===== src/spep_defs.vh =====
// Constants shared by the serial nonvolatile memory command and protection front end.
`ifndef SPEP_DEFS_VH
`define SPEP_DEFS_VH

// Instruction codes with bit 3 cleared; bit 3 is masked before comparison.
`define SPEP_OPC_MASK 8'hf7
`define SPEP_OPC_SET_LATCH 8'h06
`define SPEP_OPC_CLEAR_LATCH 8'h04
`define SPEP_OPC_STATUS_READ 8'h05
`define SPEP_OPC_STATUS_WRITE 8'h01
`define SPEP_OPC_ARRAY_READ 8'h03
`define SPEP_OPC_ARRAY_WRITE 8'h02

// Status register field positions.
`define SPEP_ST_BUSY 0
`define SPEP_ST_LATCH 1
`define SPEP_ST_LEVEL_LO 2
`define SPEP_ST_LEVEL_HI 4
`define SPEP_ST_ARM 7

// Reset values: latch clear at power-up, protect level and arm bit ship as zero.
`define SPEP_RST_LATCH 1'b0
`define SPEP_RST_LEVEL 3'h0
`define SPEP_RST_ARM 1'b0
`define SPEP_STATUS_BUSY_VIEW 8'hff

// Array geometry.
`define SPEP_ADDR_W 16
`define SPEP_PAGE_BITS 7

// Timing: self-timed write cycle converted to core clock cycles, rounded down.
`define SPEP_CLK_PERIOD_NS 24'h000064
`define SPEP_WRITE_TIME_NS 24'h4c4b40
`define SPEP_WRITE_CYCLES (`SPEP_WRITE_TIME_NS / `SPEP_CLK_PERIOD_NS)

`endif


===== src/spep_top.v =====
// Serial slave front end with status register, write latch and block protection.
`timescale 1ns/1ns
`include "spep_defs.vh"
module spep_top #(
  parameter [23:0] WRITE_CYCLES = `SPEP_WRITE_CYCLES
) (
  input wire CORE_CLK, // Core clock, 10 MHz.
  input wire SYS_RST, // Synchronous reset, active high.
  input wire CS_N, // Chip select from the master, active low.
  input wire SCK, // Serial clock from the master.
  input wire SI, // Serial data in.
  input wire HOLD_N, // Suspend input, active low.
  input wire WP_N, // Write protect input, active low.
  output wire SO, // Serial data out.
  output wire SO_OE, // High while SO is driven.
  output wire [15:0] ARRAY_ADDR, // Array byte address for reads and page strobes.
  input wire [7:0] ARRAY_RD_DATA, // Array data at ARRAY_ADDR.
  output wire ARRAY_WR_STB, // One-cycle strobe of an accepted page byte.
  output wire [7:0] ARRAY_WR_DATA, // Byte that goes with ARRAY_WR_STB.
  output wire WRITE_START, // One-cycle pulse launching the array write cycle.
  output wire BUSY // High during the internal write cycle.
);

  localparam [5:0] ST_OPC = 6'h01;
  localparam [5:0] ST_ADDR = 6'h02;
  localparam [5:0] ST_WDATA = 6'h04;
  localparam [5:0] ST_RDATA = 6'h08;
  localparam [5:0] ST_SWDATA = 6'h10;
  localparam [5:0] ST_IGNORE = 6'h20;

  reg cs_s1_reg, cs_s2_reg, cs_prev_reg;
  reg sck_s1_reg, sck_s2_reg, sck_prev_reg;
  reg si_s1_reg, si_s2_reg;
  reg hold_s1_reg, hold_s2_reg;
  reg wp_s1_reg, wp_s2_reg;
  reg frame_reg;
  reg [5:0] state_reg;
  reg [2:0] rx_cnt_reg;
  reg [6:0] rx_shift_reg;
  reg addr_byte_reg;
  reg is_write_reg;
  reg src_status_reg;
  reg load_reg;
  reg [7:0] tx_reg;
  reg [2:0] tx_idx_reg;
  reg so_reg;
  reg [15:0] addr_reg;
  reg [7:0] wr_data_reg;
  reg wr_stb_reg;
  reg wr_any_reg;
  reg start_reg;
  reg pend_set_reg, pend_clr_reg, pend_sw_reg;
  reg [7:0] sw_data_reg;
  reg stat_pend_reg;
  reg [7:0] stat_val_reg;
  reg latch_reg;
  reg [2:0] level_reg;
  reg arm_reg;
  reg busy_reg;
  reg [23:0] busy_cnt_reg;

  // Tests whether a byte address lies in the range selected by the level bits.
  function in_protected;
    input [15:0] a;
    input [1:0] lvl;
    begin
      case (lvl)
        2'b00: in_protected = 1'b0;
        2'b01: in_protected = (a[15:14] == 2'b11);
        2'b10: in_protected = a[15];
        2'b11: in_protected = 1'b1;
        default: in_protected = 1'b1;
      endcase
    end
  endfunction

  wire cs_rise = cs_s2_reg & ~cs_prev_reg;
  wire cs_fall = ~cs_s2_reg & cs_prev_reg;
  wire sck_rise = sck_s2_reg & ~sck_prev_reg;
  wire sck_fall = ~sck_s2_reg & sck_prev_reg;
  // Suspend gates both clock edges; with HOLD_N high this term is true whenever a frame is open and chip select is low.
  wire active = frame_reg & ~cs_s2_reg & hold_s2_reg;
  wire byte_done = active & sck_rise & (rx_cnt_reg == 3'h7);
  wire [7:0] rx_byte = {rx_shift_reg, si_s2_reg};
  wire [7:0] opc = rx_byte & `SPEP_OPC_MASK;
  wire hw_protect = arm_reg & ~wp_s2_reg;
  wire [7:0] status_view = busy_reg ? `SPEP_STATUS_BUSY_VIEW :
    {arm_reg, 2'b00, level_reg, latch_reg, 1'b0};
  wire [15:0] page_next = {addr_reg[15:`SPEP_PAGE_BITS], addr_reg[6:0] + 7'h01};
  wire byte_ok = latch_reg & ~in_protected(addr_reg, level_reg[1:0]);

  always @(posedge CORE_CLK) begin
    if (SYS_RST) begin
      cs_s1_reg <= 1'b0;
      cs_s2_reg <= 1'b0;
      cs_prev_reg <= 1'b0;
      sck_s1_reg <= 1'b0;
      sck_s2_reg <= 1'b0;
      sck_prev_reg <= 1'b0;
      si_s1_reg <= 1'b0;
      si_s2_reg <= 1'b0;
      hold_s1_reg <= 1'b1;
      hold_s2_reg <= 1'b1;
      wp_s1_reg <= 1'b1;
      wp_s2_reg <= 1'b1;
      frame_reg <= 1'b0;
      state_reg <= ST_OPC;
      rx_cnt_reg <= 3'h0;
      rx_shift_reg <= 7'h00;
      addr_byte_reg <= 1'b0;
      is_write_reg <= 1'b0;
      src_status_reg <= 1'b0;
      load_reg <= 1'b0;
      tx_reg <= 8'h00;
      tx_idx_reg <= 3'h0;
      so_reg <= 1'b0;
      addr_reg <= 16'h0000;
      wr_data_reg <= 8'h00;
      wr_stb_reg <= 1'b0;
      wr_any_reg <= 1'b0;
      start_reg <= 1'b0;
      pend_set_reg <= 1'b0;
      pend_clr_reg <= 1'b0;
      pend_sw_reg <= 1'b0;
      sw_data_reg <= 8'h00;
      stat_pend_reg <= 1'b0;
      stat_val_reg <= 8'h00;
      latch_reg <= `SPEP_RST_LATCH;
      level_reg <= `SPEP_RST_LEVEL;
      arm_reg <= `SPEP_RST_ARM;
      busy_reg <= 1'b0;
      busy_cnt_reg <= 24'h000000;
    end else begin
      // Two flip-flops on each of CS_N, SCK, SI, HOLD_N and WP_N before any logic looks at it.
      cs_s1_reg <= CS_N;
      cs_s2_reg <= cs_s1_reg;
      cs_prev_reg <= cs_s2_reg;
      sck_s1_reg <= SCK;
      sck_s2_reg <= sck_s1_reg;
      sck_prev_reg <= sck_s2_reg;
      si_s1_reg <= SI;
      si_s2_reg <= si_s1_reg;
      hold_s1_reg <= HOLD_N;
      hold_s2_reg <= hold_s1_reg;
      wp_s1_reg <= WP_N;
      wp_s2_reg <= wp_s1_reg;
      wr_stb_reg <= 1'b0;
      start_reg <= 1'b0;

      // The next output byte is fetched one cycle after its address is set.
      if (load_reg) begin
        tx_reg <= src_status_reg ? status_view : ARRAY_RD_DATA;
        load_reg <= 1'b0;
      end

      // Self-timed write; the latch drops and a staged status value lands at its end.
      if (busy_reg) begin
        if (busy_cnt_reg == WRITE_CYCLES - 24'h000001) begin
          busy_reg <= 1'b0;
          busy_cnt_reg <= 24'h000000;
          latch_reg <= 1'b0;
          stat_pend_reg <= 1'b0;
          if (stat_pend_reg) begin
            level_reg <= stat_val_reg[`SPEP_ST_LEVEL_HI:`SPEP_ST_LEVEL_LO];
            arm_reg <= stat_val_reg[`SPEP_ST_ARM];
          end
        end else begin
          busy_cnt_reg <= busy_cnt_reg + 24'h000001;
        end
      end

      // Chip select rising executes what the closed frame fully received.
      if (cs_rise && frame_reg) begin
        if (pend_set_reg) begin
          latch_reg <= 1'b1;
        end
        if (pend_clr_reg) begin
          latch_reg <= 1'b0;
        end
        // Protection covers the arm bit, so a one-to-zero change under a low pin is refused.
        if (pend_sw_reg && latch_reg && !hw_protect) begin
          busy_reg <= 1'b1;
          stat_pend_reg <= 1'b1;
          stat_val_reg <= sw_data_reg;
        end
        if (wr_any_reg) begin
          busy_reg <= 1'b1;
          start_reg <= 1'b1;
        end
      end

      if (cs_s2_reg) begin
        frame_reg <= 1'b0;
        state_reg <= ST_OPC;
        rx_cnt_reg <= 3'h0;
        addr_byte_reg <= 1'b0;
        tx_idx_reg <= 3'h0;
        wr_any_reg <= 1'b0;
        pend_set_reg <= 1'b0;
        pend_clr_reg <= 1'b0;
        pend_sw_reg <= 1'b0;
      end else if (cs_fall) begin
        frame_reg <= 1'b1;
      end else if (active && sck_rise) begin
        rx_cnt_reg <= rx_cnt_reg + 3'h1;
        rx_shift_reg <= rx_byte[6:0];
        if (byte_done) begin
          case (state_reg)
            ST_OPC: begin
              if (busy_reg && opc != `SPEP_OPC_STATUS_READ) begin
                state_reg <= ST_IGNORE;
              end else begin
                case (opc)
                  `SPEP_OPC_SET_LATCH: begin
                    pend_set_reg <= 1'b1;
                    state_reg <= ST_IGNORE;
                  end
                  `SPEP_OPC_CLEAR_LATCH: begin
                    pend_clr_reg <= 1'b1;
                    state_reg <= ST_IGNORE;
                  end
                  `SPEP_OPC_STATUS_READ: begin
                    src_status_reg <= 1'b1;
                    load_reg <= 1'b1;
                    state_reg <= ST_RDATA;
                  end
                  `SPEP_OPC_STATUS_WRITE: begin
                    state_reg <= ST_SWDATA;
                  end
                  `SPEP_OPC_ARRAY_READ: begin
                    is_write_reg <= 1'b0;
                    state_reg <= ST_ADDR;
                  end
                  `SPEP_OPC_ARRAY_WRITE: begin
                    is_write_reg <= 1'b1;
                    state_reg <= ST_ADDR;
                  end
                  default: begin
                    state_reg <= ST_IGNORE;
                  end
                endcase
              end
            end
            ST_ADDR: begin
              addr_reg <= {addr_reg[7:0], rx_byte};
              addr_byte_reg <= 1'b1;
              if (addr_byte_reg) begin
                if (is_write_reg) begin
                  state_reg <= ST_WDATA;
                end else begin
                  src_status_reg <= 1'b0;
                  load_reg <= 1'b1;
                  state_reg <= ST_RDATA;
                end
              end
            end
            ST_WDATA: begin
              addr_reg <= page_next;
              if (byte_ok) begin
                wr_stb_reg <= 1'b1;
                wr_data_reg <= rx_byte;
                wr_any_reg <= 1'b1;
              end
            end
            ST_RDATA: begin
              if (!src_status_reg) begin
                addr_reg <= addr_reg + 16'h0001;
              end
              load_reg <= 1'b1;
            end
            ST_SWDATA: begin
              sw_data_reg <= rx_byte;
              pend_sw_reg <= 1'b1;
              state_reg <= ST_IGNORE;
            end
            ST_IGNORE: begin
              state_reg <= ST_IGNORE;
            end
            default: begin
              state_reg <= ST_IGNORE;
            end
          endcase
        end
      end else if (active && sck_fall && state_reg == ST_RDATA) begin
        so_reg <= tx_reg[3'h7 - tx_idx_reg];
        tx_idx_reg <= tx_idx_reg + 3'h1;
      end
    end
  end

  assign SO = so_reg;
  // Output undriven outside a frame, under suspend and outside the output phase.
  assign SO_OE = active & (state_reg == ST_RDATA);
  assign ARRAY_ADDR = addr_reg;
  assign ARRAY_WR_STB = wr_stb_reg;
  assign ARRAY_WR_DATA = wr_data_reg;
  assign WRITE_START = start_reg;
  assign BUSY = busy_reg;

endmodule // spep_top


===== config.mk =====
export PLATFORM = sky130hd
export DESIGN_NAME = spep_top
export DESIGN_NICKNAME = d
export VERILOG_FILES = /design/src/spep_top.v
export VERILOG_INCLUDE_DIRS = /design/src /design/src/src
export SDC_FILE = /design/constraint.sdc
export NUM_CORES = 1
export LEC_CHECK = 0
export ABC_AREA = 1
export BUFFER_PORTS_ARGS = -buffer_cell sky130_fd_sc_hd__buf_4
export CORE_ASPECT_RATIO = 1.1
export CORE_MARGIN = 10
export CORE_UTILIZATION = 45
export DETAILED_ROUTE_END_ITERATION = 8
export PLACE_DENSITY = 0.7
export SKIP_LAST_GASP = 1
export SYNTH_ARGS = -nofsm -noshare
export SYNTH_HDL_FRONTEND = slang
export SYNTH_SLANG_ARGS = --single-unit
export TNS_END_PERCENT = 10

===== constraint.sdc =====
create_clock -name CORE_CLK -period 1.4 [get_ports CORE_CLK]
set_input_delay 0.07 -clock CORE_CLK [delete_from_list [all_inputs] [get_ports CORE_CLK]]
set_output_delay 0.07 -clock CORE_CLK [all_outputs]
set_load 0.03 [all_outputs]

==> qor.csv <==
stage;metric;value;unit
status;status;complete, but fails checks;
status;violations;setup timing;
global_route;antenna_found_initial;0;
final_layout;largest_reg_flops;24;
timing;setup_viol;58;
clock_tree;cts_buffer_depth;2;
clock_tree;cts.clk_slew.worst_paths;60;ps
worst_setup_path;cp_max_fo;4;
pwr;p_seq_frac;0.431;
synth;avgSynthCellArea;6.56;sq um
clock_tree;cts-root-buf;clkbuf_16;
timing;max_freq;662;MHz
worst_setup_path;required;1330;ps
pwr;p_sw;1.77;mW
worst_setup_path;end_kind;primary output;
synth;syn_area;5770;sq um
placed_design;placed_area;6990;sq um
worst_setup_path;arrival;1440;ps
pwr;p_total;7.59;mW
synth;synth_area_leaders;dfxtp_1 40%, nand2_1 13%, nor2_1 12%;
worst_setup_path;path_class;register to primary output;
worst_setup_path;max_stage_delay;340;ps
synth;synth_top_area_frac;0.396;
clock_tree;cts.sinks;114;
hold_path;hold_path.class;primary input to register;
placed_design;gp_congestion;0.896;
final_layout;area_growth;42.1;%
synth;synth_edf_count;0;
timing;finalCritPeriodShare;1.08;
synth;yosysWarningCount;0;
timing;tightestPinTransition;360;ps
final_layout;drive_gt1_frac;0.276;
synth;synthArstFlopShare;0;
synth;synth_cells;879;
floorplanning;fp.coreArea;12600;sq um
pwr;p_leak;3.61;nW
timing;rsz0062_at_grt;true;
timing;clock_skew;7.44;ps
worst_setup_path;slowest_stage;dfxtp_2;
final_layout;fin_cells;1227;
placed_design;portBuffers;43;
synth;yosys-top-cells-count;203 x nand2_1, 191 x nor2_1, 114 x dfxtp_1, 101 x inv_1, 54 x nand3_1;
job;drv_cap;0;
final_layout;fin_nets;1077;
pwr;power_frac_comb;0.031;
floorplanning;die-height;139;um
clock_tree;clock_latency;430;ps
placed_design;placed_cells;1161;
routing;wl_per_cell;14.1;um
synth;ys_types;39;
placed_design;hpwl;11900;um
routing;finalWirelength;17300;um
pwr;clkPwrFrac;0.538;
pwr;internal_power;5.81;mW
final_layout;nFillCells;1063;
pwr;switching_share;0.234;
worst_setup_path;path_cells;nor2_4 > nand3_4 > buf_6 > nor2_4 > buf_6;
synth;ys_ff_latch;114;
clock_tree;numCtsBuffers;17;
pwr;powerDensity;926;nW/um^2
clock_tree;h-tree-depth;4;
timing;relSlewSlack;0.758;
timing;setup_ws;-110;ps
timing;final-max-slew-violation-count;0;
routing;drt-pass1-iter-count;5;
synth;yosysSeqAreaShare;0.396;
floorplanning;ios;44;
global_route;gr-usage-all-layers;0.196;
global_route;overflow;0;
synth;synthesis.nets;899;
final_layout;antenna_cells;0;
floorplanning;initial_utilization;0.458;
synth;synth_largest_area_cell;dfxtp_1;
routing;drc;0;
routing;via_per_inst;5.07;
clock_tree;cts_tree;done;
synth;synth_ff_type;dfxtp_1;
worst_setup_path;critPathLaunchType;register;
global_route;grt_pass1_vias;6063;
floorplanning;dieArea;17800;sq um
pwr;vdd_ir_drop_max;0.00109;V
floorplanning;num_rows;43;
final_layout;stdcell_area;8200;sq um
global_route;grt_max_degree;52;
floorplanning;die_x;128;um
global_route;grt_pass1_wl;28700;um
routing;drtIter0Drc;499;
routing;ant_nets;0;
timing;period_needed;1510;ps
timing;hold_viol_final;0;
routing;vias;6219;
synth;yosysMostFrequentCell;nand2_1;
[power groups by stage]
stage	logic [mW]	clock network, mW	registers (mW)
floorplan	0.0993	0	3.34
global placement	0.191	0	3.34
detailed placement	0.192	0	3.34
CTS	0.228	4.13	3.27
global route	0.255	4.29	3.27
finish	0.233	4.08	3.27
[final timing paths]
check / from / to / slack (ps) / depth (start not counted)
hold / removal: HOLD_N / hold_s1_reg$_SDFF_PP1_ / 370 / 3
setup reg to reg: rx_cnt_reg[0]$_SDFFE_PP0P_ / ARRAY_WR_DATA[4]$_SDFFE_PP0P_ / -90 / 9
hold reg to reg: cs_s1_reg$_SDFF_PP0_ / cs_s2_reg$_SDFF_PP0_ / 400 / 2
setup / recovery: state_reg[5]$_SDFFE_PP0P_ / SO_OE / -110 / 5
[per-layer routing]
metal | track usage | vias to the layer above | part of all wire
li1 | - | 3149 | -
met2 | 0.323 | 167 | 0.49
met5 | 0 | - | 0
met1 | 0.234 | 2860 | 0.44
met3 | 0.0455 | 43 | 0.045
met4 | 0.0907 | 0 | 0.025
[worst max-delay path: cells and delay by family, from the launching register on]
family / cells / cell delay [ps]
and+or+nand+nor: 3 / 400
DFF: 1 / 340
buffers and inverters: 2 / 270
[cell families (layout without fill, tap and decap cells)]
family,Yosys count,after routing,share of synthesized area
adders and majority gates,5,5,0.0108
buffers and inverters,125,315,0.0861
xor gates and xnor gates,7,7,0.0106
DFF,114,114,0.396
and+or+nand+nor,515,516,0.394
AOI/OAI and AO/OA,113,113,0.103
[area by class of cell]
type	count	area (sq um)	area share
tap	157	196	0.0240
sequential	114	2310	0.282
timing repair buffer	174	1440	0.176
multi-input combinational	641	3270	0.399
inverter	109	422	0.0515
clock inverter	15	136	0.0166
clock buffer	17	425	0.0519
[per-stage QoR]
stage	setup slack [ps]	setup TNS, ps	hold slack (ps)	util
after floorplan	-91.3	-579	174	-
after global routing	-184	-10490	368	0.651
after detailed placement	-202	-6310	257	0.555
after CTS	-84.9	-2930	363	0.639
final	-110	-2530	372	0.651
after global placement	-156	-3750	254	0.555
[cell usage in the layout (no fill, tap or decap), drive strengths merged, types with 11 or more instances in the layout]
cell and instances:
buf 160, nor3 20, nand3 61, nand4 13, clkinv 11, dfxtp 114
inv 108, nand2 207, o21ai 58, clkbuf 17, a21oi 42, dlygate4sd3 14
nor2 206
[repair_timing]
item                       CTS  global route
setup endpoints to repair   64            89
pin swaps                   20            23
hold buffers                14             0
gates cloned                 1             0
gates resized for setup     57            45
hold endpoints to repair    22             0
buffers inserted            17             2
Power figures use the tool's default switching activity.
